### config.mk
export PLATFORM = sky130hd
export DESIGN_NAME = vpm_map_regs
export DESIGN_NICKNAME = d
export VERILOG_FILES = /design/src/vpm_pkg.sv /design/src/vpm_map_regs.sv /design/src/vpm_access_check.sv /design/src/vpm_entry_lookup.sv
export SDC_FILE = /design/constraint.sdc
export NUM_CORES = 1
export LEC_CHECK = 0
export ABC_CLOCK_PERIOD_IN_PS = 2200
export BUFFER_PORTS_ARGS = -buffer_cell sky130_fd_sc_hd__buf_2
export CAP_MARGIN = 20
export CORE_AREA = 2 2 185 187
export CTS_CLUSTER_DIAMETER = 30
export DETAILED_ROUTE_END_ITERATION = 12
export DIE_AREA = 0 0 187 189
export PLACE_DENSITY = 0.76
export SETUP_SLACK_MARGIN = 0.05
export SLEW_MARGIN = 30
export SYNTH_ARGS = -nofsm -noshare
export SYNTH_HDL_FRONTEND = slang
export SYNTH_HIERARCHICAL = 1
export SYNTH_SLANG_ARGS = --single-unit
### constraint.sdc
create_clock -name clock_i -period 2.2 [get_ports clock_i]
set_clock_uncertainty 0.2 [all_clocks]
set_input_delay 0.11 -clock clock_i [delete_from_list [all_inputs] [get_ports clock_i]]
set_output_delay 0.11 -clock clock_i [all_outputs]
set_load 0.01 [all_outputs]
### src/vpm_pkg.sv
package vpm_pkg;

  // System-register encoding of the mapping registers
  localparam logic [1:0]  VPM_OP0       = 2'h3;
  localparam logic [2:0]  VPM_OP1       = 3'h4;
  localparam logic [3:0]  VPM_CRN       = 4'ha;
  localparam logic [3:0]  VPM_CRM       = 4'h6;
  localparam logic [2:0]  VPM_OP2_REG1  = 3'h1;
  localparam logic [2:0]  VPM_OP2_REG2  = 3'h2;
  localparam logic [2:0]  VPM_OP2_REG3  = 3'h3;

  // Redirect offsets under nested virtualisation
  localparam logic [63:0] VPM_OFS_REG1  = 64'h0000_0000_0000_0948;
  localparam logic [63:0] VPM_OFS_REG2  = 64'h0000_0000_0000_0950;
  localparam logic [63:0] VPM_OFS_REG3  = 64'h0000_0000_0000_0958;
  localparam int unsigned VPM_BADDR_SHIFT = 12;

  // Field positions
  localparam int unsigned VPM_ENTRY_W      = 16;
  localparam int unsigned VPM_KERNEL_EN_BIT = 1;
  localparam int unsigned VPM_USER_EN_BIT   = 0;
  localparam int unsigned VPM_IDXMAX_LSB    = 18;
  localparam int unsigned VPM_VIRT_BIT      = 17;
  localparam int unsigned VPM_FIRST_VID     = 4;   // Register 1 covers ids 4..7

  // Exception levels
  typedef enum logic [1:0]
  {
    VPM_EL0 = 2'h0,
    VPM_EL1 = 2'h1,
    VPM_EL2 = 2'h2,
    VPM_EL3 = 2'h3
  } vpm_el_t;

  // Outcome of an access
  typedef enum logic [2:0]
  {
    VPM_RES_OK    = 3'h0,
    VPM_RES_TRAP2 = 3'h1,
    VPM_RES_TRAP3 = 3'h3,
    VPM_RES_MEM   = 3'h2,
    VPM_RES_UNDEF = 3'h6
  } vpm_res_t;

  // Configuration bits seen by the access checker
  typedef struct packed
  {
    logic lower_level_trap_bit;
    logic nested_virt_enable;
    logic nested_memory_redirect_bit;
    logic host_mode_bit;
    logic host_traps_all_bit;
    logic nonsecure_bit;
    logic secure_level2_enable;
    logic el2_is_64bit;
  } vpm_cfg_t;

  // One system-register access request
  typedef struct packed
  {
    logic       valid;
    logic       write;
    logic [1:0] op0;
    logic [2:0] op1;
    logic [3:0] crn;
    logic [3:0] crm;
    logic [2:0] op2;
    vpm_el_t    el;
    logic [63:0] wdata;
  } vpm_req_t;

endpackage

### src/vpm_map_regs.sv
`timescale 1ns/1ps
module vpm_map_regs
  import vpm_pkg::*;
(
  input  wire logic        clock_i,
  input  wire logic        rst_n_i,
  input  wire vpm_req_t    req_i,
  input  wire vpm_cfg_t    cfg_i,
  input  wire logic [63:0] identity_i,
  input  wire logic [63:0] hyp_ctrl_i,
  input  wire logic [31:0] valid_bits_i,
  input  wire logic [51:0] redirect_base_address_i,
  input  wire logic        use_kernel_label_i,
  input  wire logic [15:0] label_id_i,
  output logic             ack_o,
  output vpm_res_t         res_o,
  output logic [63:0]      rdata_o,
  output logic [63:0]      mem_addr_o,
  output logic [15:0]      out_id_o,
  output logic             out_mapped_o
);

  logic [63:0] map1;
  logic [63:0] map2;
  logic [63:0] map3;
  logic [2:0]  idx_max;
  logic        virt_on;
  logic        hit;
  logic [2:0]  sel;
  logic        present;
  vpm_res_t    chk;
  logic        do_acc;
  logic [63:0] ofs;
  logic [15:0] lk_pid;
  logic        lk_hit;
  logic        map_en;
  logic [4:0]  vslot;

  // Identity fields; index-max forced to zero without virtualisation
  assign virt_on = identity_i[VPM_VIRT_BIT];
  assign idx_max = virt_on ? identity_i[VPM_IDXMAX_LSB +: 3] : 3'h0;

  // Encoding decode
  assign hit = (req_i.op0 == VPM_OP0) && (req_i.op1 == VPM_OP1)
            && (req_i.crn == VPM_CRN) && (req_i.crm == VPM_CRM);
  assign sel = req_i.op2;
  // Register n present only when index-max reaches n
  assign present = hit && virt_on && (sel >= VPM_OP2_REG1) && (sel <= VPM_OP2_REG3)
                && (idx_max >= sel);

  vpm_access_check u_chk
  (
    .cfg_i     (cfg_i),
    .el_i      (req_i.el),
    .present_i (present),
    .res_o     (chk)
  );

  assign do_acc = req_i.valid && hit && (chk == VPM_RES_OK);

  // Memory offset for redirected accesses
  always_comb
  begin
    unique case (sel)
      VPM_OP2_REG1: ofs = VPM_OFS_REG1;
      VPM_OP2_REG2: ofs = VPM_OFS_REG2;
      default:      ofs = VPM_OFS_REG3;
    endcase
  end

  // Storage has no reset: contents are unknown until software writes them
  always_ff @(posedge clock_i)
  begin
    if (do_acc && req_i.write)
    begin
      if (sel == VPM_OP2_REG1)
        map1 <= req_i.wdata;
      if (sel == VPM_OP2_REG2)
        map2 <= req_i.wdata;
      if (sel == VPM_OP2_REG3)
        map3 <= req_i.wdata;
    end
  end

  // Access answer, one cycle after the request
  always_ff @(posedge clock_i or negedge rst_n_i)
  begin
    if (!rst_n_i)
    begin
      ack_o      <= 1'b0;
      res_o      <= VPM_RES_OK;
      rdata_o    <= 64'h0;
      mem_addr_o <= 64'h0;
    end
    else
    begin
      ack_o      <= req_i.valid && hit;
      res_o      <= chk;
      mem_addr_o <= (chk == VPM_RES_MEM)
                  ? ({12'h000, redirect_base_address_i} << VPM_BADDR_SHIFT) + ofs
                  : 64'h0;
      if (do_acc && !req_i.write)
        rdata_o <= (sel == VPM_OP2_REG1) ? map1
                 : (sel == VPM_OP2_REG2) ? map2 : map3;
      else
        rdata_o <= 64'h0;
    end
  end

  vpm_entry_lookup u_lk
  (
    .map1_i (map1),
    .map2_i (map2),
    .map3_i (map3),
    .vid_i  (label_id_i),
    .pid_o  (lk_pid),
    .hit_o  (lk_hit)
  );

  // Mapping enable chosen by label source; needs level 2 enabled
  assign map_en = (use_kernel_label_i ? hyp_ctrl_i[VPM_KERNEL_EN_BIT]
                                      : hyp_ctrl_i[VPM_USER_EN_BIT])
               && (cfg_i.nonsecure_bit || cfg_i.secure_level2_enable)
               && virt_on;
  assign vslot = label_id_i[4:0];

  // Translated label; invalid or out-of-range entries pass through
  always_ff @(posedge clock_i or negedge rst_n_i)
  begin
    if (!rst_n_i)
    begin
      out_id_o     <= 16'h0;
      out_mapped_o <= 1'b0;
    end
    else if (map_en && lk_hit && valid_bits_i[vslot]
             && (label_id_i[15:2] <= {11'h0, idx_max}))
    begin
      out_id_o     <= lk_pid;
      out_mapped_o <= 1'b1;
    end
    else
    begin
      out_id_o     <= label_id_i;
      out_mapped_o <= 1'b0;
    end
  end

  a_el2_trap: assert property (@(posedge clock_i) disable iff (!rst_n_i)
    (req_i.valid && present && req_i.el == VPM_EL2 && cfg_i.lower_level_trap_bit
     && (cfg_i.nonsecure_bit || cfg_i.secure_level2_enable))
    |=> (ack_o && res_o == VPM_RES_TRAP3))
    else $error("level-2 access not trapped to level 3");

  a_el1_trap2: assert property (@(posedge clock_i) disable iff (!rst_n_i)
    (req_i.valid && present && req_i.el == VPM_EL1 && !cfg_i.lower_level_trap_bit
     && (cfg_i.nonsecure_bit || cfg_i.secure_level2_enable) && cfg_i.el2_is_64bit
     && cfg_i.host_mode_bit && cfg_i.nested_virt_enable
     && !cfg_i.nested_memory_redirect_bit && !cfg_i.host_traps_all_bit)
    |=> res_o == VPM_RES_TRAP2)
    else $error("level-1 access not trapped to level 2");

  a_el0_denied: assert property (@(posedge clock_i) disable iff (!rst_n_i)
    (req_i.valid && hit && req_i.el == VPM_EL0) |=> res_o == VPM_RES_UNDEF)
    else $error("level-0 access granted");

  a_el3_granted: assert property (@(posedge clock_i) disable iff (!rst_n_i)
    (req_i.valid && present && req_i.el == VPM_EL3) |=> res_o == VPM_RES_OK)
    else $error("level-3 access refused");

  a_redirect_addr: assert property (@(posedge clock_i) disable iff (!rst_n_i)
    (req_i.valid && present && req_i.el == VPM_EL1 && sel == VPM_OP2_REG2
     && cfg_i.nested_virt_enable && cfg_i.nested_memory_redirect_bit
     && !(cfg_i.host_traps_all_bit && (cfg_i.nonsecure_bit || cfg_i.secure_level2_enable)))
    |=> mem_addr_o[11:0] == 12'h950)
    else $error("redirect address wrong");

  a_write_read: assert property (@(posedge clock_i) disable iff (!rst_n_i)
    (do_acc && req_i.write && sel == VPM_OP2_REG2) ##1
    (do_acc && !req_i.write && sel == VPM_OP2_REG2) |=> rdata_o == $past(req_i.wdata, 2))
    else $error("read after write mismatch");

  a_reg2_absent: assert property (@(posedge clock_i) disable iff (!rst_n_i)
    (req_i.valid && hit && sel == VPM_OP2_REG2 && idx_max < 3'h2)
    |=> res_o == VPM_RES_UNDEF)
    else $error("absent register 2 accessible");

  a_map_off: assert property (@(posedge clock_i) disable iff (!rst_n_i)
    !(cfg_i.nonsecure_bit || cfg_i.secure_level2_enable)
    |=> (!out_mapped_o && out_id_o == $past(label_id_i)))
    else $error("mapping applied with level 2 off");

  a_invalid_entry: assert property (@(posedge clock_i) disable iff (!rst_n_i)
    !valid_bits_i[vslot] |=> !out_mapped_o)
    else $error("invalid entry used");

endmodule // vpm_map_regs

### src/vpm_access_check.sv
`timescale 1ns/1ps
module vpm_access_check
  import vpm_pkg::*;
(
  input  wire vpm_cfg_t cfg_i,
  input  wire vpm_el_t  el_i,
  input  wire logic     present_i,
  output vpm_res_t      res_o
);

  logic el2_on;

  // Level 2 exists in this security state
  assign el2_on = cfg_i.nonsecure_bit | cfg_i.secure_level2_enable;

  // Trap checks in priority order, then permission
  always_comb
  begin
    res_o = VPM_RES_UNDEF;
    unique case (el_i)
      VPM_EL3: res_o = present_i ? VPM_RES_OK : VPM_RES_UNDEF;
      VPM_EL2:
      begin
        if (!present_i || !el2_on)
          res_o = VPM_RES_UNDEF;
        else if (cfg_i.lower_level_trap_bit)
          res_o = VPM_RES_TRAP3;
        else
          res_o = VPM_RES_OK;
      end
      VPM_EL1:
      begin
        if (!present_i || (el2_on && cfg_i.host_traps_all_bit))
          res_o = VPM_RES_UNDEF;
        else if (cfg_i.nested_virt_enable && cfg_i.nested_memory_redirect_bit)
          res_o = VPM_RES_MEM;
        else if (cfg_i.lower_level_trap_bit && cfg_i.nested_virt_enable)
          res_o = VPM_RES_TRAP3;
        else if (el2_on && cfg_i.el2_is_64bit && cfg_i.host_mode_bit
                 && cfg_i.nested_virt_enable)
          res_o = VPM_RES_TRAP2;
        else
          res_o = VPM_RES_UNDEF;
      end
      VPM_EL0: res_o = VPM_RES_UNDEF;
    endcase
  end

endmodule // vpm_access_check

### src/vpm_entry_lookup.sv
`timescale 1ns/1ps
module vpm_entry_lookup
  import vpm_pkg::*;
(
  input  wire logic [63:0] map1_i,
  input  wire logic [63:0] map2_i,
  input  wire logic [63:0] map3_i,
  input  wire logic [15:0] vid_i,
  output logic [15:0]      pid_o,
  output logic             hit_o
);

  logic [191:0] table_w;
  logic [3:0]   slot;

  assign table_w = {map3_i, map2_i, map1_i};
  assign slot    = 4'(vid_i - 16'(VPM_FIRST_VID));

  // Entry n of register k sits at bits 16*n+15..16*n
  always_comb
  begin
    // Whole id compared: the 4-bit slot alone would alias ids 20 and up
    hit_o = (vid_i >= 16'(VPM_FIRST_VID))
         && (vid_i < 16'(VPM_FIRST_VID) + 16'h000c);
    pid_o = hit_o ? table_w[slot*VPM_ENTRY_W +: VPM_ENTRY_W] : 16'h0000;
  end

endmodule // vpm_entry_lookup

# Word level (Yosys, flattened, before mapping)
# Cells that the tools add are included.
# word_totals
latchBits	0
register_bits	341
rom_bits	0
memories	0
input_bits	323
ram_bits	0
output_inout_bits	149
wordCells	85
# classes
order_cmp	7
addsub	2
bitwise_logic	1
n_eq_ne	11
reduce_logical	34
n_mux	20
shift	1
div	0
multipliers	0
# ops
cell	count
2-to-1 mux 64 bit	4
variable part select 192 x 9 -> 16 bit	1
adder 64 x 12 -> 64 bit	1
2-to-1 mux 16 bit	2
logical AND 1 bit	23
2-to-1 mux 3 bit	7
greater-or-equal comparator 16 x 3 -> 1 bit, second input constant	1
less-than comparator 16 x 5 -> 1 bit, second input constant	1
<= comparator 14 x 3 -> 1 bit	1
case mux 3 bit (4 select lines)	1
case mux 5 bit (2 select lines)	1
equality test 3 x 2 -> 1 bit, second input constant	3
equality test 2 bit, second input constant	3
less-than comparator 5 x 6 -> 1 bit, second input constant	1
AND reduction 2 bit	3
binary-select mux 1 bit (select 5 bit)	1
equality test 4 x 3 -> 1 bit, second input constant	1
equality test 4 bit, second input constant	1
subtractor 4 x 3 -> 4 bit, second input constant	1
equality test 3 x 1 -> 1 bit, second input constant	1
equality test 3 bit, second input constant	1
greater-or-equal comparator 3 x 1 -> 1 bit, second input constant	1
greater-or-equal comparator 3 bit	1
<= comparator 3 x 2 -> 1 bit, second input constant	1
8 further kinds	14

# Depth between registers and ports, before layout
# logic_depth
ltp_word	16
depth_mapped	15
mapped_depth_nobuf	13

# By module
# The synthesis kept the hierarchy.
# modules_own_cells
module	area_per_inst_um2	instances	seq_area_each_um2	cells_each
vpm_map_regs	12350.6	1	9268.9	712
vpm_entry_lookup	1626.6	1	0.0	124
vpm_access_check	125.1	1	0.0	18

# Least setup slack after synthesis
# No wires, ideal clock.
# synth_path
path_kind	input -> register
from	input port req_i[78] in the netlist's numbering
to	register map3[0] (enable)
required_ps	1334
arrival_ps	8856
path_buffers	0
slack_ps	-7522
setup_ps	666
path_stages	10
cell_sequence	or4b_1 -> nor4_2 -> o21ai_0 -> nor2_1 -> nand2_2 -> or3b_1 -> o21a_1 -> nor4_4 -> nand2_1 -> nor4b_1
# synth_via
elab_chain_cells	16
elab_cells_between_ends	20
cone_classes	eq/ne: 1; mux: 4; reduce/logical: 15
# synth_rtl
element	line	text
from (decl)	vpm_map_regs.sv:7	input wire vpm_req_t req_i,
equality test 3 bit *	vpm_map_regs.sv:44	assign hit = (req_i.op0 == VPM_OP0) && (req_i.op1 == VPM_OP1)
logical AND 1 bit *	vpm_map_regs.sv:44	
logical AND 1 bit * (2 in series)	vpm_map_regs.sv:45	&& (req_i.crn == VPM_CRN) && (req_i.crm == VPM_CRM);
logical AND 1 bit * (3 in series)	vpm_map_regs.sv:48	assign present = hit && virt_on && (sel >= VPM_OP2_REG1) && (sel <= VPM_OP2_REG3)
logical AND 1 bit *	vpm_map_regs.sv:49	&& (idx_max >= sel);
via present	vpm_map_regs.sv:30	logic present;
logical NOT 1 bit	vpm_access_check.sv:24, vpm_access_check.sv:33	
logical OR 1 bit (on tied branches)	vpm_access_check.sv:33, vpm_access_check.sv:24	
2-to-1 mux 3 bit (on tied branches)	vpm_access_check.sv:33, vpm_access_check.sv:24	
case mux 3 bit (4 select lines) *	vpm_access_check.sv:20	unique case (el_i)
via chk[2]	vpm_map_regs.sv:31	vpm_res_t chk;
logical NOT 3 bit *	vpm_map_regs.sv:59	assign do_acc = req_i.valid && hit && (chk == VPM_RES_OK);
logical AND 1 bit *	vpm_map_regs.sv:59	
logical AND 1 bit *	vpm_map_regs.sv:74	if (do_acc && req_i.write)
AND reduction 2 bit (no line) *	-	
to (signal assigned)	vpm_map_regs.sv:81	map3 <= req_i.wdata;
to (decl)	vpm_map_regs.sv:25	logic [63:0] map3;
# Mark *: on every way through the listed nets, which the timed path passes. The rest lies on a longest branch.
# A chain may end at the register's enable or synchronous reset.

# Final worst setup path
# layout_path
from	input port req_i[78] in the netlist's numbering
to	register map1[58] (enable)
# layout_via
elab_chain_cells	16
elab_cells_between_ends	20
cone_classes	eq/ne: 1; mux: 4; reduce/logical: 15
# layout_rtl
element	line	text
equality test 3 bit *	vpm_map_regs.sv:44	
logical AND 1 bit *	vpm_map_regs.sv:44	
logical AND 1 bit * (2 in series)	vpm_map_regs.sv:45	
logical AND 1 bit * (3 in series)	vpm_map_regs.sv:48	
logical AND 1 bit *	vpm_map_regs.sv:49	
via present	vpm_map_regs.sv:30	
logical NOT 1 bit	vpm_access_check.sv:24, vpm_access_check.sv:33	
logical OR 1 bit (on tied branches)	vpm_access_check.sv:33, vpm_access_check.sv:24	
2-to-1 mux 3 bit (on tied branches)	vpm_access_check.sv:33, vpm_access_check.sv:24	
case mux 3 bit (4 select lines) *	vpm_access_check.sv:20	
via chk[2]	vpm_map_regs.sv:31	
logical NOT 3 bit *	vpm_map_regs.sv:59	
logical AND 1 bit *	vpm_map_regs.sv:59	
logical AND 1 bit *	vpm_map_regs.sv:74	
AND reduction 2 bit (no line) *	-	
to (signal assigned)	vpm_map_regs.sv:77	map1 <= req_i.wdata;
to (decl)	vpm_map_regs.sv:23	logic [63:0] map1;
# Marks and branches as above.

==> reports/results.md <==
## STA
* -802 ps — crit path setup slack, layout
* 2 — number of failing hold endpoints at the final stage
* 136% — ratio of final minimum period to clock period
* -66.7 ps — Post-Route Hold Slack
* 0 — Slew Limit Fails
* true — RSZ-0062 raised after global routing
* 326 — count of final setup violators
* 3000 ps — min Tclk post-route
* 333 MHz — Peak Freq

## Yosys
* 332 — number of storage elements in the synthesis netlist
* 40.9% — area share of the largest cell type after synthesis
* 42.2% — proportion of register bits with asynchronous set or reset after synthesis
* 65.7% — register area share after synthesis
* 58 — synth unique cells
* edfxtp_1 — top cell type by total area after synthesis
* edfxtp_1 (41%), dfrtp_1 (25%), mux4_2 (8.1%), mux2i_1 (6.0%), a211oi_2 (5.3%) — cell types occupying the most area after synthesis
* 854 — Post-Syn Instances
* 192 — number of synthesized flops with an enable pin
* 16.5 µm² — Avg Cell Area, Syn
* edfxtp_1 (192), dfrtp_1 (140), mux2i_1 (85) — top cells by count, synth
* edfxtp_1 — cell with the most instances after synthesis
* edfxtp_1 — ys flop type
* 0.0141 mm² — synthesized area
* 6 — number of warnings issued by yosys

## Detailed routing
* 671 — violation count after the first detailed-routing iteration
* 23.3 µm — Routed wire per std cell
* 0 — Post-DRT Antenna Nets
* 5.23 — via density per instance
* 4 — First-pass DRT Iterations
* 10508 — routed via count
* 46.8 mm — sum of routed wire length over all layers
* 0 — residual DRC count

## Global routing
* met2 — most used routing layer
* 29.0% — global routing usage on met1
* 64 — pin count of the biggest net entering global routing
* 66.2 mm — wire length of the first global-routing pass
* 25.1% — GRT Overall Usage
* 6 — antenna violations before repair
* 6.01% — met3 Resource Use GR
* 11179 — vias in the first global route
* 0 — total gr overflow
* 44.8% — routing usage on met2

## Clock network
* 67 — TritonCTS buffer count
* 332 — clock net sink count
* 570 ps — clock latency of the later-clocked register in the worst-skew pair
* clkbuf_16 — clock root cell
* 139 — Hold Buf Count CTS
* 3 — H-tree Lvls
* 3 — clock tree buffer depth
* 50 ps — clock edge transition at the registers on the reported setup and hold paths
* built — TritonCTS clock tree

## Placed design
* 28.0 mm — HPWL after detailed placement
* 342 — number of port buffers
* 0.859 — routability congestion estimate from global placement
* 0.0171 mm² — Area after DPL

## Finish
* 57.1% — area overhead of the layout relative to synthesis
* 52.1% — fraction of layout instances using a drive strength above 1
* 1836 — final net count
* 66.6% — post-layout util
* 0.0221 mm² — final instance area

## Job
* 0 — # Max-Cap Violations

## Outcome
* hold timing, setup timing — violated checks
* complete, but fails checks — status

## Critical path
* 2280 ps — Data required, critical path
* 5 — CP Buf/Inv Count
* 5 — highest net fanout along the worst path
* input pin — crit start category
* buf_6 -> or4b_4 -> nor4_4 -> buf_4 -> o21ai_4 -> nor2_4 -> nand2_2 -> or3b_4 -> o21a_4 -> nor4_4 -> nand2_2 -> buf_4 -> nor2_4 -> buf_8 -> clkbuf_16 — cell-by-cell trace of the critical path
* 3080 ps — Worst EP arrival
* 550 ps — peak per-stage delay on the critical path
* register — element type at the critical path end
* or4b_4 — slowest cell on the critical path
* simple AND/OR/NAND/NOR gates — family of cells with the greatest summed delay on the critical path
* in -> reg — Setup CP Type

## Floorplan
* 67 — Row Count
* 0.0333 mm² — Placeable Area
* 42.4% — initial core utilization
* 187 µm — DIE WIDTH
* 472 — Top-Level Pins
* 189 µm — die span in y
* 0.0353 mm² — area enclosed by the die boundary

## Worst hold path
* in -> reg — Hold Crit Class

## Power and ir drop
* 0.000624 V — highest ir drop seen on vdd
* 9.66 nW — Leakage
* 813 mW/mm² — power density cells

[routing by layer]
layer	vias up	wire, µm
met5	-	56
met4	4	1570
met3	121	3120
met2	514	24600
met1	5302	17500
li1	4567	-
[placed cells by master (no fill, tap or decap), drive strengths merged, types with 6 or more instances in the layout]
cell,instances
o22ai,16
buf,484
mux4,56
clkbuf,86
a21oi,6
nor2,68
ha,8
dlygate4sd3,138
edfxtp,192
a211oi,64
mux2,7
a21o,11
nand2,8
mux2i,85
conb,7
bufinv,6
and2,54
dfrtp,140
inv,44
clkinv,25
[tightest hold or removal path: cells and delay by family]
kind	cells	cell delay (ps)
buffers and inverters	2	260
AO/OA/AOI/OAI	1	210
AND/OR/NAND/NOR	1	70
[registers in the layout, summed over array words and instances (netlist names)]
name	cells
map2	64
out_id_o	16
res_o	3
map1	64
rdata_o	64
out_mapped_o	1
mem_addr_o	55
map3	64
ack_o	1
[cell families (layout without fill, tap and decap cells)]
group	Yosys count	count (layout)	synth area share, %
compound gates	110	110	7.85
flops	332	332	65.7
simple gates	165	165	6.49
mux	148	148	15.8
other cells	1	10	0.0266
buf+inv	90	789	3.40
fa+ha+maj	8	8	0.710
[per-stage QoR]
stage          total power, W  TNS (ps)  hold WS, ps  cells  worst slack [ps]
2_1_floorplan         0.00717   -458640         -386    860             -2620
3_3_place_gp          0.00763   -347860         -153   1685             -1320
3_5_place_dp          0.00765   -371890         -144   1685             -1400
4_1_cts                0.0181   -177380        -86.6   1979              -678
5_1_grt                0.0185   -243950        -71.8   2008              -892
6_report               0.0180   -216290        -66.7   2010              -802
[final cells by class]
type | count | area (µm²)
clock inverter | 51 | 569
fill | 2190 | 11100
clock buffer | 72 | 1750
tap | 448 | 561
timing repair buffer | 637 | 5200
antenna | 3 | 7.51
inverter | 29 | 111
multi-input combinational | 438 | 4690
sequential | 332 | 9270
[worst paths after layout]
path,start,to,slack [ps],cells past startpoint
setup / recovery,req_i[78],map1[58],-800,15
hold / removal,req_i[64],res_o[1],-70,4
setup reg to reg,map1[4],out_id_o[4],210,5
hold reg to reg,map1[7],rdata_o[7],390,2
max in group asynchronous,rst_n_i,res_o[0],990,4
min in group asynchronous,rst_n_i,rdata_o[5],470,4
[power by group]
group          leakage, nW  internal, W  switching [W]
registers             3.63      0.00662     0.00000755
logic                 4.90     0.000601       0.000544
clock network         1.13      0.00661        0.00363
total                 9.66       0.0138        0.00418
[what timing repair did]
item,in CTS,in global routing
endpoints found under the hold margin,417,2
resized for setup,28,85
cloned,14,15
setup endpoints to repair,311,328
pin swaps,1,27
buffers inserted,19,20
No activity file was read; power rests on OpenSTA's default activity.
